==> config.mk <==
export PLATFORM = sky130hd
export DESIGN_NAME = cvl_lcd_front_flat
export DESIGN_NICKNAME = d
export VERILOG_FILES = /design/src/include/cvl_pkg.sv /design/src/include/cvl_video_if.sv /design/src/design/cvl_lcd_front.sv /design/src/flat_wrapper.sv
export SDC_FILE = /design/constraint.sdc
export NUM_CORES = 1
export LEC_CHECK = 0
export BUFFER_PORTS_ARGS = -buffer_cell sky130_fd_sc_hd__buf_2
export CAP_MARGIN = 20
export CORE_MARGIN = 1
export CORE_UTILIZATION = 35
export DETAILED_ROUTE_END_ITERATION = 16
export HOLD_SLACK_MARGIN = 0.02
export PLACE_DENSITY = 0.54
export SLEW_MARGIN = 20
export SYNTH_ARGS = -nofsm -noshare
export SYNTH_HDL_FRONTEND = slang
export SYNTH_SLANG_ARGS = --single-unit
==> constraint.sdc <==
create_clock -name clk_i -period 6.1 [get_ports clk_i]
set_input_delay 0.61 -clock clk_i [delete_from_list [all_inputs] [get_ports clk_i]]
set_output_delay 0.61 -clock clk_i [all_outputs]
set_load 0.005 [all_outputs]
==> src/include/cvl_pkg.sv <==
// shared constants for the crt video to lcd front end
`default_nettype none
package cvl_pkg;
	// ----------------------------------------
	// clocking and dot grouping
	// ----------------------------------------
	localparam int CVL_CLK_MHZ = 200;
	localparam int CVL_CHAR_DOTS = 8;
	localparam int CVL_LANE_W = 4;
	localparam int CVL_SYNC_W = 26;
	localparam int CVL_DOT_PERIOD_NS = 50;
	localparam int CVL_DOT_HALF = (CVL_DOT_PERIOD_NS * CVL_CLK_MHZ) / 2000;
	localparam logic [3:0] CVL_EXT_RST_DOTS = 4'h4;
	// ----------------------------------------
	// program method codes
	// ----------------------------------------
	localparam logic [1:0] CVL_PM_PINS = 2'h0;
	localparam logic [1:0] CVL_PM_MPU = 2'h1;
	localparam logic [1:0] CVL_PM_ROM = 2'h2;
	localparam logic [1:0] CVL_PM_TEST = 2'h3;
	// ----------------------------------------
	// screen size
	// ----------------------------------------
	localparam logic [8:0] CVL_CHARS_NARROW = 9'h050;
	localparam logic [8:0] CVL_CHARS_WIDE = 9'h05A;
	localparam logic [8:0] CVL_CHARS_MIN = 9'h004;
	localparam logic [8:0] CVL_CHARS_MAX = 9'h1FA;
	localparam logic [10:0] CVL_LINES_MIN = 11'h004;
	localparam logic [10:0] CVL_LINES_MAX = 11'h400;
	localparam logic [2:0] CVL_LINE_CODES = 3'h6;
	localparam logic [10:0] CVL_LINES_INHIBIT = 11'h1E0;
	localparam logic [10:0] CVL_LINE_TABLE [6] = '{11'h0C8, 11'h15E, 11'h190, 11'h1E0,
		11'h200, 11'h21C};
	localparam logic [3:0] CVL_GRAY_MAX = 4'hC;
	// ----------------------------------------
	// reset values
	// ----------------------------------------
	localparam logic [8:0] CVL_RST_CHARS = 9'h050;
	localparam logic [10:0] CVL_RST_LINES = 11'h0C8;
	typedef enum logic [1:0] {CVL_MONO, CVL_GRAY, CVL_COLOR} cvl_mode_e;
endpackage
`default_nettype wire

==> src/include/cvl_video_if.sv <==
// video link between the crt graphics source and the lcd front end
`default_nettype none
interface cvl_video_if;
	logic dot_clk;
	logic red;
	logic green;
	logic blue;
	logic hsync;
	logic vsync;
	logic disp_strobe;
	logic external_reset_n;
	modport source (output dot_clk, red, green, blue, hsync, vsync, disp_strobe,
		external_reset_n);
	modport device (input dot_clk, red, green, blue, hsync, vsync, disp_strobe,
		external_reset_n);
endinterface
`default_nettype wire

==> src/design/cvl_lcd_front.sv <==
// lcd end: samples serial crt video and drives lcd lanes and row clocks
`default_nettype none
module cvl_lcd_front import cvl_pkg::*; #(
	parameter int HCNT_W = 12,
	parameter int LCNT_W = 11
) (
	input wire logic clk_i,
	input wire logic sys_rst_i,
	input wire logic clk_en_i,
	cvl_video_if.device vid,
	input wire logic sample_edge_select_i,
	input wire logic vsync_polarity_select_i,
	input wire logic width_select_i,
	input wire logic adjust_target_select_i,
	input wire logic [3:0] fine_adjust_inputs_i,
	input wire logic [2:0] line_count_select_i,
	input wire logic [1:0] program_method_select_i,
	input wire logic [3:0] display_mode_select_i,
	input wire logic internal_strobe_select_i,
	input wire logic [8:0] reg_chars_i,
	input wire logic [10:0] reg_lines_i,
	input wire logic [31:0] gray_palette_i,
	input wire logic lane_ready_i,
	output logic lane_valid_o,
	output logic [3:0] upper_panel_lane_o,
	output logic [3:0] lower_panel_lane_o,
	output logic [3:0] blue_lane_o,
	output logic column_shift_clock_o,
	output logic line_latch_clock_o,
	output logic row_clock_single_side_o,
	output logic row_clock_dual_side_o,
	output logic frame_start_marker_o,
	output logic alternation_o,
	output logic buffer_write_strobe_o,
	output logic buffer_red_o,
	output logic buffer_green_o,
	output logic buffer_blue_o,
	output logic display_enable_o,
	output logic config_error_o,
	output logic overrun_o
);
	if (HCNT_W != 12 || LCNT_W != 11) begin : g_chk
		$error("counter widths must be 12 and 11 bits");
	end
	// ----------------------------------------
	// input synchronisers
	// ----------------------------------------
	logic [CVL_SYNC_W-1:0] raw, s1, s2;
	assign raw = {vid.external_reset_n, vid.dot_clk, vid.red, vid.green, vid.blue, vid.hsync,
		vid.vsync, vid.disp_strobe, internal_strobe_select_i, sample_edge_select_i,
		vsync_polarity_select_i, width_select_i, adjust_target_select_i,
		fine_adjust_inputs_i, line_count_select_i, program_method_select_i,
		display_mode_select_i};
	always_ff @(posedge clk_i or posedge sys_rst_i) begin
		if (sys_rst_i) begin
			s1 <= '0;
			s2 <= '0;
		end else if (clk_en_i) begin
			s1 <= raw;
			s2 <= s1;
		end
	end
	logic ext_rst_n, dot_s, r_s, g_s, b_s, hs_s, vs_s, de_s;
	logic int_sel, edge_sel, pol_sel, wid_sel, adj_sel;
	logic [3:0] fine_s, dm_s;
	logic [2:0] lc_s;
	logic [1:0] pm_s;
	assign {ext_rst_n, dot_s, r_s, g_s, b_s, hs_s, vs_s, de_s, int_sel, edge_sel, pol_sel,
		wid_sel, adj_sel, fine_s, lc_s, pm_s, dm_s} = s2;
	// ----------------------------------------
	// configuration latch
	// ----------------------------------------
	logic loaded, next_loaded, c_edge, next_c_edge, c_pol, next_c_pol, c_adj, next_c_adj;
	logic c_int, next_c_int, c_dside, next_c_dside, c_dpanel, next_c_dpanel;
	logic c_en, next_c_en, c_err, next_c_err;
	logic [3:0] c_fine, next_c_fine;
	logic [8:0] c_chars, next_c_chars;
	logic [10:0] c_lines, next_c_lines, base_lines;
	cvl_mode_e c_mode, next_c_mode;
	always_comb begin
		next_loaded = ext_rst_n;
		{next_c_edge, next_c_pol, next_c_adj, next_c_int} = {c_edge, c_pol, c_adj, c_int};
		{next_c_dside, next_c_dpanel, next_c_en, next_c_err} = {c_dside, c_dpanel, c_en, c_err};
		next_c_fine = c_fine;
		next_c_chars = c_chars;
		next_c_lines = c_lines;
		next_c_mode = c_mode;
		base_lines = (lc_s < CVL_LINE_CODES) ? CVL_LINE_TABLE[lc_s] : CVL_LINES_INHIBIT;
		if (!loaded) begin
			{next_c_edge, next_c_pol, next_c_adj, next_c_int} = {edge_sel, pol_sel, adj_sel,
				int_sel};
			next_c_fine = fine_s;
			next_c_mode = (dm_s[3:2] == 2'h0) ? CVL_MONO :
				(dm_s[3:2] == 2'h1) ? CVL_GRAY : CVL_COLOR;
			next_c_dside = dm_s[0];
			next_c_dpanel = dm_s[1];
			if (pm_s == CVL_PM_PINS) begin
				next_c_chars = wid_sel ? CVL_CHARS_WIDE : CVL_CHARS_NARROW;
				next_c_lines = 11'(base_lines + (adj_sel ? 11'h000 : {7'h00, fine_s}));
				next_c_err = (lc_s >= CVL_LINE_CODES);
			end else begin
				next_c_chars = reg_chars_i;
				next_c_lines = reg_lines_i;
				next_c_err = reg_chars_i < CVL_CHARS_MIN || reg_chars_i > CVL_CHARS_MAX ||
					reg_lines_i < CVL_LINES_MIN || reg_lines_i > CVL_LINES_MAX;
			end
			next_c_en = next_loaded && (pm_s != CVL_PM_TEST) && !next_c_err;
		end
	end
	always_ff @(posedge clk_i or posedge sys_rst_i) begin
		if (sys_rst_i) begin
			loaded <= 1'b0;
			{c_edge, c_pol, c_adj, c_int, c_dside, c_dpanel, c_en, c_err} <= 8'h00;
			c_fine <= 4'h0;
			c_chars <= CVL_RST_CHARS;
			c_lines <= CVL_RST_LINES;
			c_mode <= CVL_MONO;
		end else if (clk_en_i) begin
			loaded <= next_loaded;
			{c_edge, c_pol, c_adj, c_int} <= {next_c_edge, next_c_pol, next_c_adj, next_c_int};
			{c_dside, c_dpanel, c_en, c_err} <= {next_c_dside, next_c_dpanel, next_c_en,
				next_c_err};
			c_fine <= next_c_fine;
			c_chars <= next_c_chars;
			c_lines <= next_c_lines;
			c_mode <= next_c_mode;
		end
	end
	// ----------------------------------------
	// timing and pixel assembly
	// ----------------------------------------
	logic dot_q, hs_q, vs_q, alt, next_alt, latch_p, next_latch_p, frame_start_marker, next_flm;
	logic wr_p, next_wr_p, br, next_br, bg, next_bg, bb, next_bb;
	logic [11:0] hcnt, next_hcnt, hbeg, hend;
	logic [10:0] lcnt, next_lcnt;
	logic [3:0] rsh, next_rsh, gsh, next_gsh, bsh, next_bsh, level;
	logic [1:0] pcnt, next_pcnt;
	logic smp, vs_act, hs_st, vs_st, de, mono_px, push;
	logic [11:0] word;
	always_comb begin
		smp = c_edge ? (!dot_s && dot_q) : (dot_s && !dot_q);
		vs_act = c_pol ? vs_s : ~vs_s;
		hs_st = smp && hs_s && !hs_q;
		vs_st = smp && vs_act && !vs_q;
		hbeg = c_adj ? {8'h00, c_fine} : 12'h000;
		hend = 12'(hbeg + {c_chars, 3'h0});
		de = c_int ? (hcnt >= hbeg && hcnt < hend && lcnt != 11'h000 && lcnt <= c_lines)
			: de_s;
		mono_px = r_s | g_s | b_s;
		level = gray_palette_i[{r_s, g_s, b_s, 2'h0} +: 4];
		if (level > CVL_GRAY_MAX) begin
			level = CVL_GRAY_MAX;
		end
		next_hcnt = hs_st ? 12'h000 : (smp && hcnt != 12'hFFF) ? 12'(hcnt + 12'h001) : hcnt;
		next_lcnt = vs_st ? 11'h000 : (hs_st && lcnt != 11'h7FF) ? 11'(lcnt + 11'h001) : lcnt;
		next_alt = (vs_st && c_en) ? ~alt : alt;
		next_latch_p = hs_st && c_en;
		next_flm = hs_st && c_en && lcnt == 11'h000;
		next_rsh = rsh;
		next_gsh = gsh;
		next_bsh = bsh;
		next_pcnt = pcnt;
		push = 1'b0;
		word = 12'h000;
		next_wr_p = smp && de && c_en;
		next_br = br;
		next_bg = bg;
		next_bb = bb;
		if (next_wr_p) begin
			next_br = (c_mode == CVL_COLOR) ? r_s : mono_px;
			next_bg = g_s;
			next_bb = b_s;
			next_rsh = {rsh[2:0], (c_mode == CVL_COLOR) ? r_s : mono_px};
			next_gsh = {gsh[2:0], g_s};
			next_bsh = {bsh[2:0], b_s};
			next_pcnt = 2'(pcnt + 2'h1);
			if (c_mode == CVL_GRAY) begin
				push = 1'b1;
				word = {level, 8'h00};
			end else if (pcnt == 2'h3) begin
				push = 1'b1;
				word = (c_mode == CVL_COLOR) ? {next_rsh, next_gsh, next_bsh}
					: {next_rsh, 8'h00};
			end
			// lower half of a split panel rides the second lane
			if (c_mode != CVL_COLOR && c_dpanel && lcnt > {1'b0, c_lines[10:1]}) begin
				word = {4'h0, word[11:8], 4'h0};
			end
		end
		if (hs_st) begin
			next_pcnt = 2'h0;
		end
	end
	always_ff @(posedge clk_i or posedge sys_rst_i) begin
		if (sys_rst_i) begin
			{dot_q, hs_q, vs_q, alt, latch_p, frame_start_marker, wr_p, br, bg, bb} <= 10'h000;
			hcnt <= 12'h000;
			lcnt <= 11'h000;
			{rsh, gsh, bsh} <= 12'h000;
			pcnt <= 2'h0;
		end else if (clk_en_i) begin
			dot_q <= dot_s;
			if (smp) begin
				hs_q <= hs_s;
				vs_q <= vs_act;
			end
			{alt, latch_p, frame_start_marker, wr_p, br, bg, bb} <= {next_alt, next_latch_p, next_flm,
				next_wr_p, next_br, next_bg, next_bb};
			hcnt <= next_hcnt;
			lcnt <= next_lcnt;
			{rsh, gsh, bsh} <= {next_rsh, next_gsh, next_bsh};
			pcnt <= next_pcnt;
		end
	end
	// ----------------------------------------
	// two-entry lane buffer
	// ----------------------------------------
	logic [11:0] mem [2];
	logic [11:0] next_mem [2];
	logic wp, next_wp, rp, next_rp, ovr, next_ovr, pop;
	logic [1:0] cnt, next_cnt;
	always_comb begin
		// the video cannot be stalled, so a full buffer drops and flags
		pop = lane_ready_i && cnt != 2'h0 && clk_en_i;
		next_mem = mem;
		next_wp = wp;
		// a reload clears the flag, but a drop in that same cycle still sets it
		next_ovr = (ovr && loaded) || (push && cnt == 2'h2 && !pop);
		if (push && (cnt != 2'h2 || pop)) begin
			next_mem[wp] = word;
			next_wp = ~wp;
		end
		next_rp = pop ? ~rp : rp;
		next_cnt = 2'(cnt + {1'b0, push && (cnt != 2'h2 || pop)} - {1'b0, pop});
	end
	always_ff @(posedge clk_i or posedge sys_rst_i) begin
		if (sys_rst_i) begin
			mem <= '{12'h000, 12'h000};
			{wp, rp, ovr} <= 3'h0;
			cnt <= 2'h0;
		end else if (clk_en_i) begin
			mem <= next_mem;
			{wp, rp, ovr} <= {next_wp, next_rp, next_ovr};
			cnt <= next_cnt;
		end
	end
	// ----------------------------------------
	// outputs
	// ----------------------------------------
	assign lane_valid_o = cnt != 2'h0;
	assign {upper_panel_lane_o, lower_panel_lane_o, blue_lane_o} = mem[rp];
	assign column_shift_clock_o = pop;
	assign line_latch_clock_o = latch_p;
	assign row_clock_single_side_o = latch_p && !c_dside;
	assign row_clock_dual_side_o = latch_p && c_dside;
	assign frame_start_marker_o = frame_start_marker;
	assign alternation_o = alt;
	assign buffer_write_strobe_o = wr_p;
	assign buffer_red_o = br;
	assign buffer_green_o = bg;
	assign buffer_blue_o = bb;
	assign display_enable_o = c_en;
	assign config_error_o = c_err;
	assign overrun_o = ovr;
endmodule
`default_nettype wire

==> src/flat_wrapper.sv <==
// flat-port wrapper written by rule: the top's interface ports become plain ports
module cvl_lcd_front_flat import cvl_pkg::*;
#(
	parameter int HCNT_W = 12,
	parameter int LCNT_W = 11
)
  (clk_i, sys_rst_i, clk_en_i, sample_edge_select_i, vsync_polarity_select_i, width_select_i, adjust_target_select_i, fine_adjust_inputs_i, line_count_select_i, program_method_select_i, display_mode_select_i, internal_strobe_select_i, reg_chars_i, reg_lines_i, gray_palette_i, lane_ready_i, lane_valid_o, upper_panel_lane_o, lower_panel_lane_o, blue_lane_o, column_shift_clock_o, line_latch_clock_o, row_clock_single_side_o, row_clock_dual_side_o, frame_start_marker_o, alternation_o, buffer_write_strobe_o, buffer_red_o, buffer_green_o, buffer_blue_o, display_enable_o, config_error_o, overrun_o, vid_dot_clk, vid_red, vid_green, vid_blue, vid_hsync, vid_vsync, vid_disp_strobe, vid_external_reset_n);
  cvl_video_if vid_i ();
  input wire logic clk_i;
  input wire logic sys_rst_i;
  input wire logic clk_en_i;
  input wire logic sample_edge_select_i;
  input wire logic vsync_polarity_select_i;
  input wire logic width_select_i;
  input wire logic adjust_target_select_i;
  input wire logic [3:0] fine_adjust_inputs_i;
  input wire logic [2:0] line_count_select_i;
  input wire logic [1:0] program_method_select_i;
  input wire logic [3:0] display_mode_select_i;
  input wire logic internal_strobe_select_i;
  input wire logic [8:0] reg_chars_i;
  input wire logic [10:0] reg_lines_i;
  input wire logic [31:0] gray_palette_i;
  input wire logic lane_ready_i;
  output logic lane_valid_o;
  output logic [3:0] upper_panel_lane_o;
  output logic [3:0] lower_panel_lane_o;
  output logic [3:0] blue_lane_o;
  output logic column_shift_clock_o;
  output logic line_latch_clock_o;
  output logic row_clock_single_side_o;
  output logic row_clock_dual_side_o;
  output logic frame_start_marker_o;
  output logic alternation_o;
  output logic buffer_write_strobe_o;
  output logic buffer_red_o;
  output logic buffer_green_o;
  output logic buffer_blue_o;
  output logic display_enable_o;
  output logic config_error_o;
  output logic overrun_o;
  input wire logic [$bits(vid_i.dot_clk)-1:0] vid_dot_clk;
  input wire logic [$bits(vid_i.red)-1:0] vid_red;
  input wire logic [$bits(vid_i.green)-1:0] vid_green;
  input wire logic [$bits(vid_i.blue)-1:0] vid_blue;
  input wire logic [$bits(vid_i.hsync)-1:0] vid_hsync;
  input wire logic [$bits(vid_i.vsync)-1:0] vid_vsync;
  input wire logic [$bits(vid_i.disp_strobe)-1:0] vid_disp_strobe;
  input wire logic [$bits(vid_i.external_reset_n)-1:0] vid_external_reset_n;
  assign vid_i.dot_clk = vid_dot_clk;
  assign vid_i.red = vid_red;
  assign vid_i.green = vid_green;
  assign vid_i.blue = vid_blue;
  assign vid_i.hsync = vid_hsync;
  assign vid_i.vsync = vid_vsync;
  assign vid_i.disp_strobe = vid_disp_strobe;
  assign vid_i.external_reset_n = vid_external_reset_n;
  cvl_lcd_front #(.HCNT_W(HCNT_W), .LCNT_W(LCNT_W)) u_core (.clk_i(clk_i), .sys_rst_i(sys_rst_i), .clk_en_i(clk_en_i), .vid(vid_i), .sample_edge_select_i(sample_edge_select_i), .vsync_polarity_select_i(vsync_polarity_select_i), .width_select_i(width_select_i), .adjust_target_select_i(adjust_target_select_i), .fine_adjust_inputs_i(fine_adjust_inputs_i), .line_count_select_i(line_count_select_i), .program_method_select_i(program_method_select_i), .display_mode_select_i(display_mode_select_i), .internal_strobe_select_i(internal_strobe_select_i), .reg_chars_i(reg_chars_i), .reg_lines_i(reg_lines_i), .gray_palette_i(gray_palette_i), .lane_ready_i(lane_ready_i), .lane_valid_o(lane_valid_o), .upper_panel_lane_o(upper_panel_lane_o), .lower_panel_lane_o(lower_panel_lane_o), .blue_lane_o(blue_lane_o), .column_shift_clock_o(column_shift_clock_o), .line_latch_clock_o(line_latch_clock_o), .row_clock_single_side_o(row_clock_single_side_o), .row_clock_dual_side_o(row_clock_dual_side_o), .frame_start_marker_o(frame_start_marker_o), .alternation_o(alternation_o), .buffer_write_strobe_o(buffer_write_strobe_o), .buffer_red_o(buffer_red_o), .buffer_green_o(buffer_green_o), .buffer_blue_o(buffer_blue_o), .display_enable_o(display_enable_o), .config_error_o(config_error_o), .overrun_o(overrun_o));
endmodule
==> results.md <==
* Share of cells above drive strength 1 at 28.68%
* CTS buffer count at 17
* Inserted Diodes at 0
* Reg power frac at 43.3%
* First DRT Iteration DRCs at 204
* Setup TNS at 0 ns
* Max stage delay cell, worst path: or3_1
* Post-synthesis register bit count at 157
* Status: completed
* Post_cts resized at 0
* Total grt overflow at 0
* P_sw at 1.027 mW
* Post-synth cell types at 63
* Total number of vias at 5954
* Final cycle utilization of the critical path at 60.09%
* Max Freq at 0.2728 GHz
* Most frequent CP cell: ha_1
* Unrepaired setup endpoints after global routing: no
* Port Buffers at 107
* Slew Viols, Final at 0
* Htree depth at 4
* Hold Buf Count CTS at 0
* Starting Density at 35.74%
* Fraction of registers with async set/reset at 100.0%
* HPWL after DPL at 13900 um
* Pleak at 4.680 nW
* Total power at 3.185 mW
* Synth Net Count at 913
* Synthesis-to-layout area growth at 17.37%
* Slew of the pin with the lowest slew margin at 0.8833 ns
* CTS Buffer Depth at 2
* Endpoint class of the critical path: flop
* Post-synth EDFFs at 0
* Max-Cap Viols at 0
* Syn avg cell area at 10.80 sq um
* Most common cell after layout, fill and taps aside: dfrtp_1
* Clk pwr share at 33.2%
* Vias in the first global route at 5912
* Cell Rows at 56
* DIE HEIGHT at 157.1 um
* Die ar. at 24660 sq um
* Largest net degree at the start of global routing at 90
* Peak VDD IR at 0.1829 mV
* CTS tree: yes
* Fin nets at 1017
* Startpoint Class: flop
* Clk slew on worst S/H paths at 0.07 ns
* Launching point of the worst reg2reg path: u_core.c_adj$_DFFE_PP0P_
* WP data required at 6.40 ns
* Post-DR wirelength/cell at 15.42 um
* Final Hold Fails at 0
* Sw frac at 32.25%
* R2R depth at 12
* Global-route wire length before repair at 30910 um
* Gpl congestion at 0.8163
* Crit-path cells: and2_1 > ha_1 > ha_1 > nand4_1 > xor2_1 > ha_1 > a21oi_1 > a41o_1 > o311a_1 > nand4_4 > or3_1 > mux2_1
* Final ANT Viol Nets at 0
* Synth Cell Area at 8414 sq um
* Crit path time final at 3.665 ns
* PwrDens at 322.5 nW/um^2
* Comb pwr share at 23.4%
* DRC at 0
* Max_slew headroom at 41.11%
* Clock skew at 0.01121 ns
* Mapped Cells at 779
* Core area at 23540 sq um
* Io pins at 108
* Setup violations, final at 0
* Most frequent cells in the layout: dfrtp_1 (152), buf_2 (107), nand2_1 (89), mux2_2 (80), ha_1 (51)
* HP Class: input pin to async pin
* Tot GR Track Use at 16.14%
* R2R setup slack at 2.43 ns
* P_int at 2.158 mW
* Yosys Warn Count at 0
* Core Util, Final at 41.95%
* Post-CTS Setup Bufs at 0
* Slowest stage delay, CP at 0.69 ns
* Post-synthesis sequential area ratio at 46.77%
* Worst Path Arrival at 3.97 ns
* RR Endpoint: u_core.mem[22]$_DFFE_PP0P_
* Via/cell ratio at 4.900
* Die width at 157.1 um
* Main synth FF type: dfrtp_1
* Critical path peak fanout at 15
* Routed Wire Length at 18740 um
* TritonCTS sink count at 157
* Skew-Pair Late Insertion Delay at 0.42 ns
* Crit path kind: flop to flop
* Initial antenna violation count at 0
* DR pass1 iterations at 4
* Clk Tree Root Cell: clkbuf_16
final cells by class:
class | instances | area, sq um
fillers | 2356 | 13670
multi-input cells | 556 | 4223
flip-flops and latches | 157 | 3935
repair buffers | 114 | 588.1
clock buffers | 18 | 439.2
well taps | 319 | 399.1
clock inverters | 14 | 147.6
inverters | 37 | 143.9
state kept, by name (all words and copies together) (netlist names), 2 cells and up:
| name | count |
|---|---|
| u_core.s1 | 26 |
| u_core.bsh | 3 |
| u_core.c_mode | 2 |
| u_core.pcnt | 2 |
| u_core.mem | 24 |
| u_core.rsh | 3 |
| u_core.hcnt | 12 |
| u_core.lcnt | 11 |
| u_core.cnt | 2 |
| u_core.c_fine | 4 |
| u_core.s2 | 26 |
| u_core.c_chars | 9 |
| u_core.c_lines | 11 |
| u_core.gsh | 3 |
logic make-up (layout without fill, tap and decap cells):
logic type      Yosys count  in the layout  share of synthesized area (%)
flops                   157            157                          46.77
buf+inv                  66            183                          3.123
xor+xnor                 33             33                          3.435
simple gates            252            252                          14.68
mux                     101            101                          14.74
compound gates          118            118                          9.442
fa+ha+maj                52             52                          7.822
per-stage QoR:
step	worst slack [ns]	hold slack [ns]	area (sq um)	std cells
after CTS	2.404	0.3691	9876	1215
after floorplan	1.263	0.4348	8414	779
final	2.435	0.3242	9876	1215
after global placement	2.455	0.4479	9289	1183
after detailed placement	2.419	0.4553	9289	1183
after global routing	2.073	0.3869	9876	1215
synth_stat cells (3+ instances only):
cell | n | area (sq um)
mux2_2 | 80 | 900.9
clkbuf_1 | 19 | 71.32
o2bb2ai_1 | 5 | 43.79
buf_2 | 6 | 30.03
a32o_1 | 3 | 30.03
mux2_1 | 3 | 33.78
a21o_1 | 5 | 37.54
nand4_1 | 12 | 75.07
nor2_1 | 48 | 180.2
xor2_1 | 25 | 219.0
o21ai_1 | 3 | 15.01
a211oi_1 | 7 | 52.55
nand2_1 | 89 | 334.1
mux2i_1 | 5 | 50.05
nor2b_1 | 12 | 75.07
ha_1 | 51 | 638.1
o211ai_1 | 8 | 60.06
buf_1 | 3 | 11.26
inv_1 | 37 | 138.9
dfstp_2 | 5 | 131.4
nand3_1 | 22 | 110.1
or3_1 | 5 | 31.28
a21oi_1 | 27 | 135.1
and3_1 | 7 | 43.79
and2_1 | 7 | 43.79
nor4_1 | 11 | 68.82
mux4_2 | 8 | 180.2
nand2b_1 | 7 | 43.79
xnor2_1 | 8 | 70.07
o21ai_0 | 28 | 140.1
nor3_1 | 16 | 80.08
dfrtp_1 | 152 | 3804
mux2_4 | 5 | 75.07
nand3b_1 | 3 | 22.52
a31oi_1 | 5 | 31.28
a22o_1 | 11 | 96.34
critical path, delay by kind of cell (launching register included):
kind                     cells  cell delay, ns
AO/OA/AOI/OAI                3            0.61
AND/OR/NAND/NOR              4            1.26
XOR/XNOR                     1            0.15
multiplexers                 1            0.41
flip-flops                   1            0.40
adder cells (fa/ha/maj)      3            0.70
worst max-delay path by stage:
stage	slack [ns]	start	end	depth (start not counted)
2_1_floorplan	1.26	sys_rst_i	u_core.alternation_o$_DFFE_PP0P_	1
4_1_cts	2.40	u_core.c_adj$_DFFE_PP0P_	u_core.mem[22]$_DFFE_PP0P_	12
6_report	2.43	u_core.c_adj$_DFFE_PP0P_	u_core.mem[22]$_DFFE_PP0P_	12
3_3_place_gp	2.46	u_core.c_adj$_DFFE_PP0P_	u_core.mem[21]$_DFFE_PP0P_	12
3_5_place_dp	2.42	u_core.c_adj$_DFFE_PP0P_	u_core.mem[22]$_DFFE_PP0P_	12
5_1_grt	2.07	u_core.c_adj$_DFFE_PP0P_	u_core.mem[21]$_DFFE_PP0P_	12
layer usage:
layer  global-route usage [%]  part of all wire, %  routed length, um  up-vias
met4                    4.253                 0.73                137        0
met5                        0                    0                  0        -
li1                         -                    -                  -     2980
met3                    3.166                  2.3                426       12
met2                    25.29                   47               8815       69
met1                    22.73                   50               9362     2893
power groups by stage:
stage,registers (mW),logic (mW),clock network [mW]
after floorplan,1.33,0.578,0
after global placement,1.40,0.748,0
after detailed placement,1.40,0.757,0
after CTS,1.38,0.760,1.09
after global routing,1.41,0.856,1.13
final,1.38,0.746,1.06
Note: power is estimated with default switching activity, not from simulation.
